### config.mk
export PLATFORM = sky130hd
export DESIGN_NAME = pcif_top
export DESIGN_NICKNAME = d
export VERILOG_FILES = /design/src/core/pcif_pkg.sv /design/src/core/pcif_top.sv
export SDC_FILE = /design/constraint.sdc
export NUM_CORES = 1
export LEC_CHECK = 0
export BUFFER_PORTS_ARGS = -buffer_cell sky130_fd_sc_hd__buf_2
export CAP_MARGIN = 40
export CORE_ASPECT_RATIO = 0.75
export CORE_MARGIN = 2
export CORE_UTILIZATION = 35
export DETAILED_ROUTE_END_ITERATION = 10
export PLACE_DENSITY_LB_ADDON = 0.3
export SLEW_MARGIN = 20
export SYNTH_ARGS = -nofsm -noshare
export SYNTH_HDL_FRONTEND = slang
export SYNTH_SLANG_ARGS = --single-unit
### constraint.sdc
create_clock -name mclk -period 2.91 [get_ports mclk]
set_input_delay 0.582 -clock mclk [delete_from_list [all_inputs] [get_ports mclk]]
set_output_delay 0.582 -clock mclk [all_outputs]
set_load 0.05 [all_outputs]
### src/core/pcif_pkg.sv
package pcif_pkg;

    localparam int          PCIF_PINS      = 6;
    localparam int          PCIF_AW        = 12;

    // register byte offsets
    localparam logic [11:0] PCIF_OFS_RISE  = 12'h000;
    localparam logic [11:0] PCIF_OFS_FALL  = 12'h004;
    localparam logic [11:0] PCIF_OFS_PREQ  = 12'h008;
    localparam logic [11:0] PCIF_OFS_PFLAG = 12'h00C;
    localparam logic [11:0] PCIF_OFS_ISTAT = 12'h010;
    localparam logic [11:0] PCIF_OFS_IMASK = 12'h014;

    // peripheral request register field positions
    localparam int          PCIF_BIT_TMR   = 5;
    localparam int          PCIF_BIT_SUM   = 4;
    localparam int          PCIF_BIT_EXT   = 0;

    // sticky status / mask layout
    localparam int          PCIF_ST_CHG    = 0;
    localparam int          PCIF_ST_TMR    = 1;
    localparam int          PCIF_ST_EXT    = 2;
    localparam int          PCIF_ST_W      = 3;

    localparam logic [5:0]  PCIF_EN_RST    = 6'h00;
    localparam logic [5:0]  PCIF_FLAG_RST  = 6'h00;
    localparam logic [2:0]  PCIF_ST_RST    = 3'h0;

    typedef struct packed {
        logic        psel;
        logic        penable;
        logic        pwrite;
        logic [11:0] paddr;
        logic [31:0] pwdata;
    } pcif_apb_req_s;

    typedef struct packed {
        logic        tmr_ovf;
        logic        ext_int;
    } pcif_evt_s;

endpackage : pcif_pkg

### src/core/pcif_top.sv
// Overview of operation
// enabled rising edge on a pin sets its change flag and summary
// enabled falling edge on a pin sets its change flag and summary
// disabled edges cause nothing; enables reset to zero, bits 7:6 read 0
// request register: timer bit 5, summary bit 4, external bit 0
// flags set regardless of the interrupt mask; pin flags still need their edge enable
// software clears stale flags before enabling an interrupt
// summary is OR of pin flags, read only
`timescale 1ns/1ps
`default_nettype none
module pcif_top (
    input  wire logic                   mclk,
    input  wire logic                   rstn,
    input  wire pcif_pkg::pcif_apb_req_s apb,
    output logic                        pready,
    output logic [31:0]                 prdata,
    output logic                        pslverr,
    input  wire logic [5:0]             port_pin,
    input  wire pcif_pkg::pcif_evt_s    evt,
    output logic                        irq
);
    import pcif_pkg::*;

    logic [5:0]        sync1;
    logic [5:0]        sync2;
    logic [5:0]        pin_prev;
    logic [5:0]        pin_rise_enable;
    logic [5:0]        pin_fall_enable;
    logic [5:0]        pin_change_flag;
    logic              timer_overflow_flag;
    logic              ext_int_flag;
    logic [PCIF_ST_W-1:0] istat;
    logic [PCIF_ST_W-1:0] imask;
    logic [5:0]        next_rise;
    logic [5:0]        next_fall;
    logic [5:0]        next_flag;
    logic              next_tmr;
    logic              next_ext;
    logic [PCIF_ST_W-1:0] next_istat;
    logic [PCIF_ST_W-1:0] next_imask;
    logic              next_pready;
    logic [31:0]       next_prdata;
    logic              next_pslverr;
    logic              next_irq;
    logic [5:0]        edge_hit;
    logic              wr;
    logic              rd;
    logic              hit;
    logic              change_summary_flag;

    function automatic logic [31:0] zext6(input logic [5:0] v);
        zext6 = {26'h0000000, v};
    endfunction : zext6

    always_ff @(posedge mclk or negedge rstn) begin
        if (!rstn) begin
            sync1    <= 6'h00;
            sync2    <= 6'h00;
            pin_prev <= 6'h00;
        end else begin
            sync1    <= port_pin;
            sync2    <= sync1;
            pin_prev <= sync2;
        end
    end

    assign change_summary_flag = |pin_change_flag;
    assign wr  = apb.psel & apb.penable & apb.pwrite & ~pready;
    assign rd  = apb.psel & apb.penable & ~apb.pwrite & ~pready;
    assign hit = apb.paddr == PCIF_OFS_RISE || apb.paddr == PCIF_OFS_FALL ||
                 apb.paddr == PCIF_OFS_PREQ || apb.paddr == PCIF_OFS_PFLAG ||
                 apb.paddr == PCIF_OFS_ISTAT || apb.paddr == PCIF_OFS_IMASK;

    always_comb begin
        // rising edge detect
        // falling edge detect
        // enable gating
        edge_hit = (sync2 & ~pin_prev & pin_rise_enable) |
                   (~sync2 & pin_prev & pin_fall_enable);
        next_rise    = pin_rise_enable;
        next_fall    = pin_fall_enable;
        next_flag    = pin_change_flag;
        next_tmr     = timer_overflow_flag;
        next_ext     = ext_int_flag;
        next_istat   = istat;
        next_imask   = imask;
        next_pready  = apb.psel & apb.penable & ~pready;
        next_prdata  = 32'h00000000;
        next_pslverr = (wr | rd) & ~hit;
        if (wr) begin
            case (apb.paddr)
                PCIF_OFS_RISE:  next_rise = apb.pwdata[5:0];
                PCIF_OFS_FALL:  next_fall = apb.pwdata[5:0];
                PCIF_OFS_PREQ: begin
                    // summary not writable
                    next_tmr = apb.pwdata[PCIF_BIT_TMR];
                    next_ext = apb.pwdata[PCIF_BIT_EXT];
                end
                PCIF_OFS_PFLAG: next_flag = apb.pwdata[5:0];
                PCIF_OFS_IMASK: next_imask = apb.pwdata[PCIF_ST_W-1:0];
                default: ;
            endcase
        end
        if (rd) begin
            case (apb.paddr)
                PCIF_OFS_RISE:  next_prdata = zext6(pin_rise_enable);
                PCIF_OFS_FALL:  next_prdata = zext6(pin_fall_enable);
                PCIF_OFS_PREQ: begin
                    // request layout
                    next_prdata[PCIF_BIT_TMR] = timer_overflow_flag;
                    next_prdata[PCIF_BIT_SUM] = change_summary_flag;
                    next_prdata[PCIF_BIT_EXT] = ext_int_flag;
                end
                PCIF_OFS_PFLAG: next_prdata = zext6(pin_change_flag);
                PCIF_OFS_ISTAT: begin
                    next_prdata = {29'h00000000, istat};
                    next_istat  = '0;
                end
                PCIF_OFS_IMASK: next_prdata = {29'h00000000, imask};
                default: ;
            endcase
        end
        // set regardless of imask (pin flags gated by edge enables), set beats clear
        next_flag = next_flag | edge_hit;
        next_tmr  = next_tmr | evt.tmr_ovf;
        next_ext  = next_ext | evt.ext_int;
        next_istat[PCIF_ST_CHG] = next_istat[PCIF_ST_CHG] | (|edge_hit);
        next_istat[PCIF_ST_TMR] = next_istat[PCIF_ST_TMR] | evt.tmr_ovf;
        next_istat[PCIF_ST_EXT] = next_istat[PCIF_ST_EXT] | evt.ext_int;
        next_irq = |(next_istat & next_imask);
    end

    always_ff @(posedge mclk or negedge rstn) begin
        if (!rstn) begin
            // enables reset to zero
            pin_rise_enable     <= PCIF_EN_RST;
            pin_fall_enable     <= PCIF_EN_RST;
            pin_change_flag     <= PCIF_FLAG_RST;
            timer_overflow_flag <= 1'b0;
            ext_int_flag        <= 1'b0;
            istat               <= PCIF_ST_RST;
            imask               <= PCIF_ST_RST;
            pready              <= 1'b0;
            prdata              <= 32'h00000000;
            pslverr             <= 1'b0;
            irq                 <= 1'b0;
        end else begin
            pin_rise_enable     <= next_rise;
            pin_fall_enable     <= next_fall;
            pin_change_flag     <= next_flag;
            timer_overflow_flag <= next_tmr;
            ext_int_flag        <= next_ext;
            istat               <= next_istat;
            imask               <= next_imask;
            pready              <= next_pready;
            prdata              <= next_prdata;
            pslverr             <= next_pslverr;
            irq                 <= next_irq;
        end
    end

endmodule : pcif_top
`default_nettype wire

Word level (Yosys, flattened, before mapping). Index checks and enable logic that the tools add are counted. Widths: inputs -> output; s select.

Bits in registers: 79. Bits of input ports: 57. Output and inout bits: 35. Logic and storage cells: 69.

Equal/unequal tests: 5. Mux-type cells: 14. Bitwise operators: 25. Reduce and logical (&&, ||, !) cells: 11.

Operator list (count): $and 6x6->6 (4); $eq 12x4->1 const B (2); $eq 12x5->1 const B (2); $mux 6 (3); $pmux 3 s5 (1); $eq 12x3->1 const B (1); $logic_not 12->1 (1); $mux 3 (4); $not 6->6 (2); $or 6x6->6 (2); $reduce_or 6->1 (2); $pmux 2 s4 (1); $and 1x1->1 (7); $or 1x1->1 (6); $pmux 1 s6 (1); $logic_or 1x1->1 (5); $mux 1 (4); $reduce_and 2->1 (2); $and 3x3->3 (1); $not 1->1 (3); $reduce_or 3->1 (1).

Depth between registers and ports, before layout. Gate-level depths: netlist (run 1).

Depth in word-level cells: 8. Gate-level depth with buffers: 7. Depth with buffers taken out: 6.

Worst setup path before layout (run 1). OpenSTA, ideal clock, no wires.

Path kind: in2reg. Start point: input apb[32] in the netlist's numbering. End point: register pin_fall_enable[0]. Library setup time: 0.125 ns. Arrival time: 2.387 ns. Data required time: 2.785 ns. Slack: 0.398 ns. Stages on the path: 6. Path buffers: 1. Cells stage by stage: or4_4 nor4_4 nand2_2 or3_1 buf_2 mux2_4.

Cells in the longest elaborated chain, start to end: 2.

RTL lines: start: declaration (RTL line pcif_top.sv:14) `input wire pcif_pkg::pcif_apb_req_s apb,`; $eq 12x3->1 (RTL line pcif_top.sv:91) `case (apb.paddr)`; $reduce_and 2->1 (no line); end signal: assignment (RTL line pcif_top.sv:149) `pin_fall_enable <= next_fall;`; end: declaration (RTL line pcif_top.sv:28) `logic [5:0] pin_fall_enable;`.

Every way passes these cells. A chain may end at the register's enable or synchronous reset.

Final worst setup path (run 1).
Start point: input apb[41] in the netlist's numbering. End point: register irq.

Elaborated cells on any way between the ends: 11. Those cells by class: 2 x eq/ne; 4 x mux; 4 x bitwise; 1 x reduce/logical.

RTL lines: $eq 12x5->1 (RTL line pcif_top.sv:91); $mux 3 (RTL line pcif_top.sv:91); $mux 3 (RTL line pcif_top.sv:90) `if (wr) begin`; named net next_imask[0] (RTL line pcif_top.sv:40) `logic [PCIF_ST_W-1:0] next_imask;`; $and 3x3->3 (RTL line pcif_top.sv:130) `next_irq = |(next_istat & next_imask);`; $reduce_or 3->1 (RTL line pcif_top.sv:130); named net next_irq (RTL line pcif_top.sv:44) `logic next_irq;`; end signal: assignment (RTL line pcif_top.sv:158) `irq <= next_irq;`; end: declaration (RTL line pcif_top.sv:20) `output logic irq`.

The timed path passes the listed nets, and every way through them passes these cells.

==> results of run 1 <==
## placed cells by master (no fill, tap or decap), types with 2 or more instances in the layout
cell type / n
a211oi_1: 2
a21oi_1: 2
a22oi_1: 2
and2_1: 2
and3_1: 2
buf_2: 39
buf_4: 7
clkbuf_1: 3
clkbuf_8: 5
conb_1: 26
dfrtp_1: 53
inv_1: 2
mux2_2: 11
mux2_4: 6
mux2i_1: 12
nand2_1: 18
nand3_1: 5
nand3b_1: 7
nand4_1: 3
nor2_1: 12
nor3_1: 4
nor3b_1: 2
o21a_1: 6
o21ai_0: 5
or4_1: 2
## registers in the layout (all words and copies together) (netlist names), 3 cells and up
register	cells
pin_change_flag	6
imask	3
sync1	6
prdata	6
pin_prev	6
sync2	6
pin_rise_enable	6
pin_fall_enable	6
istat	3
## routing by layer
| layer | share of wire | wire, µm | up-vias | global-route usage |
|---|---|---|---|---|
| met4 | 0.012 | 54 | 0 | 0.03699 |
| met2 | 0.41 | 1929 | 67 | 0.1785 |
| met3 | 0.069 | 325 | 7 | 0.03211 |
| met5 | 0 | 0 | - | 0 |
| met1 | 0.51 | 2369 | 771 | 0.1904 |
| li1 | - | - | 763 | - |
## logic make-up (layout without fill, tap and decap cells)
family,Yosys count,in the layout,share of synthesized area
and+or+nand+nor,65,65,0.1493
buffers and inverters,33,56,0.09133
other,1,26,0.001538
muxes,30,30,0.1462
AOI/OAI and AO/OA,24,24,0.06773
DFF,53,53,0.5439
## worst register-to-register path, cell delays in order, from the launching register on
cell and delay (ps):
dfrtp_1 380, nand3b_1 240, inv_1 130, nand3_1 110, nor3b_1 410, mux2_2 400, a221o_1 320
## how the worst min path moves through the flow
stage | end | cells after the start
finish | sync2[5] | 0
global route | sync1[4] | 1
CTS | sync2[5] | 0
detailed placement | sync2[5] | 0
global placement | sync2[3] | 0
floorplan | ext_int_flag | 0
## power groups by stage
stage / combinational (mW) / clock [mW] / sequential (mW)
6_report: 0.157 / 0.393 / 0.759
5_1_grt: 0.168 / 0.443 / 0.761
4_1_cts: 0.157 / 0.415 / 0.759
3_5_place_dp: 0.157 / 0 / 0.774
3_3_place_gp: 0.156 / 0 / 0.773
2_1_floorplan: 0.127 / 0 / 0.777
## cell type report
class / instances / area, µm²
timing repair buffer: 46 / 247.7
sequential: 53 / 1326
clock buffer: 8 / 80.08
fill: 683 / 4016
multi-input combinational: 145 / 983.4
tap: 84 / 105.1
inverter: 2 / 7.507
==> results.md, run 1 <==
- Status: complete, no violations
- Cell Int Power: around 950 µW
- # placed instances: 330
- Chip Width: 100.4 µm
- Die area: between 7000 and 8000 µm²
- Worst Path Arrival: 2680 ps
- Ys async rst share: 1.000
- Final hold violations: 0
- Sequential share of power: 0.580
- Number of setup buffers added after CTS: 0
- Leak: about 1.3 nW
- Initial antenna violation count: 0
- Synth Warn #: 0
- Worst Max-Slew Pin Slew: 667.9 ps
- R2R setup slack: 820 ps
- Count leader, synth: dfrtp_1
- Routed wire length: 4679 µm
- Total Power: 1.308 mW
- Comb power frac: 0.120
- Top cells by area, synth: dfrtp_1, buf_4, mux2_2
- Layout cells sized above 1: 0.2953
- Post-synth top flop: dfrtp_1
- Gpl congestion: 0.7933
- Crit share post-route: 0.8540
- Final setup violation count: 0
- PostCTS Resize Cnt: 0
- Critical Path Stages: 6
- Synth cell count leaders: dfrtp_1, buf_4, nand2_1
- Initial Utilization: 0.3604
- Post-Syn Instances: 206
- P_sw: 355.5 µW
- CTS tree: built
- Max Slew Vio Count: 0
- Switching share of power: 0.2717
- Remaining DRCs: 0
- Vias in the first global route: 1479
- Skew final: 5.649 ps
- Worst skew pair latency: 300 ps
- Setup TNS: 0 ps
- Via Count: 1608
- Vias/cell: 4.757
- Crit end category: register
- Utilization after layout: 0.4064
- Core area: 6766 µm²
- Critical R2R Launch: pready
- Worst path bufs/invs: 1
- R2R depth: 6
- I/O pin total: 92
- Fin Hold WS: approximately 350 ps
- Hold WC Path Type: register to register
- Largest net degree at the start of global routing: 54
- Max Cap Violations: 0
- Initial DRC count: 133
- Final worst setup slack: 425.0 ps
- Row count: 26
- Crit path largest cell delay: 630 ps
- CTS Hold Bufs: 0
- CP cell instances: buf_2 > or4_1 > nor3_1 > nor3b_1 > mux2_2 > a221o_1
- TritonCTS Sinks: 53
- Pwr dens: 475.8 nW/µm²
- FF+latch count, synth: 53
- Relative slew slack: 0.5548
- Buffers on Ports: 39
- H-tree depth: 2
- Area after DPL: around 2700 µm²
- Worst Setup SP: apb[41]
- RSZ-0062 raised after global routing: false
- CP Launch Type: input port
- Leading area contributor after synthesis: dfrtp_1
- Power share of the clock group: 0.300
- Top delay family on crit path: simple AND/OR/NAND/NOR gates
- Num CTS Buffers: 5
- Sequential area share after synthesis: 0.5439
- Total gr overflow: 0
- Die H: around 76 µm
- Area share of the largest cell type after synthesis: 0.5439
- Top achievable clock speed: around 0.40 GHz
- Fin area: 2750 µm²
- Reg-to-reg endpoint: irq
- Ant. Diodes: 0
- HP Start: sync1[5]
- Routed length per instance: 13.84 µm
- CP required: roughly 3100 ps
- Setup Crit Path Kind: input port to register
- Distinct cells, synth: 41
- Clock transition at the registers of the reported paths: about 90 ps
- Placement Setup Slack: 94.82 ps
- Mapped cell area: 2439 µm²
- Clock Tree Buf Depth: 2
- EDFF count, synth: 0
- DP HPWL: 3480 µm
- 1st-pass router iterations: 4
- Clk root buf: clkbuf_8
- Avg Cell Area, Syn: 11.84 µm²
- Post-Layout Cell Count: 338
- Critical path's slowest cell: or4_1
- Maximum VDD drop: around 0.00026 V
- CP max FO: 4
- Routed Antenna Nets: 0
- Layout area overhead: 12.78%
- NumNets Final: 310
- Total GRT Usage: 0.1263
- Global-route wire length before repair: 7396 µm
- CP Capture Point: irq
- Min Tclk post-route: between 2000 and 2500 ps
Power figures use the tool's default switching activity.
==> run 2, diff against run 1 <==
==> constraint.sdc (replaced) <==
create_clock -name mclk -period 2.91 [get_ports mclk]
set_input_delay 0.291 -clock mclk [delete_from_list [all_inputs] [get_ports mclk]]
set_output_delay 0.291 -clock mclk [all_outputs]
set_load 0.05 [all_outputs]
==> run 2 against run 1 <==
Compared with the run above: clock power is 5.3% higher; global-route usage increased by 0.056 points; non-clock buffer count shrank 3; sequential power about the same; maximum frequency increased by 14%; combinational power barely moved; critical endpoint unchanged; largest cell class unchanged.
==> results.md, run 2 (synthesized netlist as in run 1, its figures left out) <==
- Clock Tree Buf Depth: 2 (unchanged)
- Area after DPL: 2648 µm² (-0.84%)
- Fin Hold WS: 84.96 ps (-267.1 ps)
- Number of setup buffers added after CTS: 0 (unchanged)
- TritonCTS Sinks: 53 (unchanged)
- Skew final: 5.152 ps (-0.4960 ps)
- Crit path largest cell delay: 630 ps (about the same)
- CP Launch Type: input port
- RSZ-0062 raised after global routing: false
- Fin area: 2734 µm² (-0.59%)
- Top achievable clock speed: 0.4580 GHz (+14%)
- Maximum VDD drop: 0.0002290 V (-11%)
- Status: complete, no violations
- Routed wire length: 4619 µm (-1.3%)
- CP required: 3110 ps (about the same)
- Layout area overhead: 12.11%
- Vias in the first global route: 1504 (+1.7%)
- Hold WC Path Type: input port to register
- Setup TNS: 0 ps (unchanged)
- CP cell instances: buf_2 > or4_1 > nor3_1 > nor3b_1 > mux2_2 > a221o_1
- Setup Crit Path Kind: input port to register
- Die area: 7658 µm² (unchanged)
- Routed length per instance: 13.83 µm (-0.10%)
- Initial antenna violation count: 0 (unchanged)
- Vias/cell: 4.769 (+0.25%)
- Worst Max-Slew Pin Slew: 651.1 ps (-16.79 ps)
- DP HPWL: 3432 µm (-1.4%)
- CTS tree: built
- Worst path bufs/invs: 1 (unchanged)
- Total Power: 1.327 mW (+1.4%)
- Most frequent cells in the layout: dfrtp_1, buf_2, conb_1
- Min Tclk post-route: 2183 ps (-301.7 ps)
- Global-route wire length before repair: 7472 µm (+1.0%)
- Final setup violation count: 0 (unchanged)
- # placed instances: 327 (-0.91%)
- Max Cap Violations: 0 (unchanged)
- 1st-pass router iterations: 4 (unchanged)
- Final hold violations: 0 (unchanged)
- Ant. Diodes: 0 (unchanged)
- Initial Utilization: 0.3604 (unchanged)
- Post-Layout Cell Count: 334 (-1.2%)
- Num CTS Buffers: 5 (unchanged)
- Gpl congestion: 0.7900 (-0.42%)
- CP max FO: 4 (unchanged)
- H-tree depth: 2 (unchanged)
- NumNets Final: 307 (-0.97%)
- Clock transition at the registers of the reported paths: 90 ps (about the same)
- Buffers on Ports: 39 (unchanged)
- Via Count: 1593 (-0.93%)
- PostCTS Resize Cnt: 0 (unchanged)
- Total gr overflow: 0 (unchanged)
- Clk root buf: clkbuf_8
- Worst skew pair latency: 300 ps (about the same)
- Crit share post-route: 0.7503 (-0.1037)
- Max Slew Vio Count: 0 (unchanged)
- Leak: 1.318 nW (-0.72%)
- Layout cells sized above 1: 0.2920 (-0.003276)
- Pwr dens: 485.5 nW/µm² (+2.0%)
- Routed Antenna Nets: 0 (unchanged)
- Row count: 26 (unchanged)
- I/O pin total: 92 (unchanged)
- Die H: 76.29 µm (unchanged)
- Commonest non-fill, non-tap cell in the layout: dfrtp_1
- Top delay family on crit path: simple AND/OR/NAND/NOR gates
- Remaining DRCs: 0 (unchanged)
- Relative slew slack: 0.5660 (+0.01119)
- Critical path's slowest cell: or4_1
- Worst Path Arrival: 2380 ps (-300 ps)
- CTS Hold Bufs: 0 (unchanged)
- Initial DRC count: 81 (-39%)
- Total GRT Usage: 0.1268 (+0.0005591)
- Core area: 6766 µm² (unchanged)
- Largest net degree at the start of global routing: 54 (unchanged)
- Crit end category: register
- Filler cells: 681 (-0.29%)
- Chip Width: 100.4 µm (unchanged)
run 2: area by class of cell:
cell class                      count  area [µm²]  share of cell area
Clock buffer                        7       86.33             0.03158
Sequential cell                    53        1326              0.4851
Timing Repair Buffer               43       225.2             0.08238
Tap cell                           84       105.1             0.03844
Inverter                            2       7.507            0.002746
Multi-Input combinational cell    145       983.4              0.3597
run 2: power breakdown:
part,switching [mW],internal [mW],leakage [nW]
sequential,0.00721,0.751,0.645
clock,0.225,0.189,0.0443
combinational,0.125,0.0293,0.629
run 2: routing by layer:
metal | wire (µm) | up-vias | global-route usage
li1 | - | 763 | -
met1 | 2285 | 761 | 0.1891
met2 | 1950 | 61 | 0.1792
met3 | 327 | 8 | 0.03303
met4 | 55 | 0 | 0.04110
met5 | 0 | - | 0
run 2: final timing paths:
check                            start                 end  slack, ps  cells past startpoint
setup / recovery               apb[41]                 irq        730                      6
hold / removal             port_pin[2]            sync1[2]         80                      1
setup reg to reg                pready                 irq        860                      6
hold reg to reg               sync1[5]            sync2[5]        350                      0
max in group asynchronous         rstn  pin_fall_enable[4]       2380                      2
min in group asynchronous         rstn            sync1[4]         90                      2
run 2: stage by stage:
step,util,worst slack [ps]
4_1_cts,0.4040,732.4
2_1_floorplan,-,689.4
6_report,0.4040,726.6
3_5_place_dp,0.3913,401.1
5_1_grt,0.4040,630.9
3_3_place_gp,0.3913,391.3
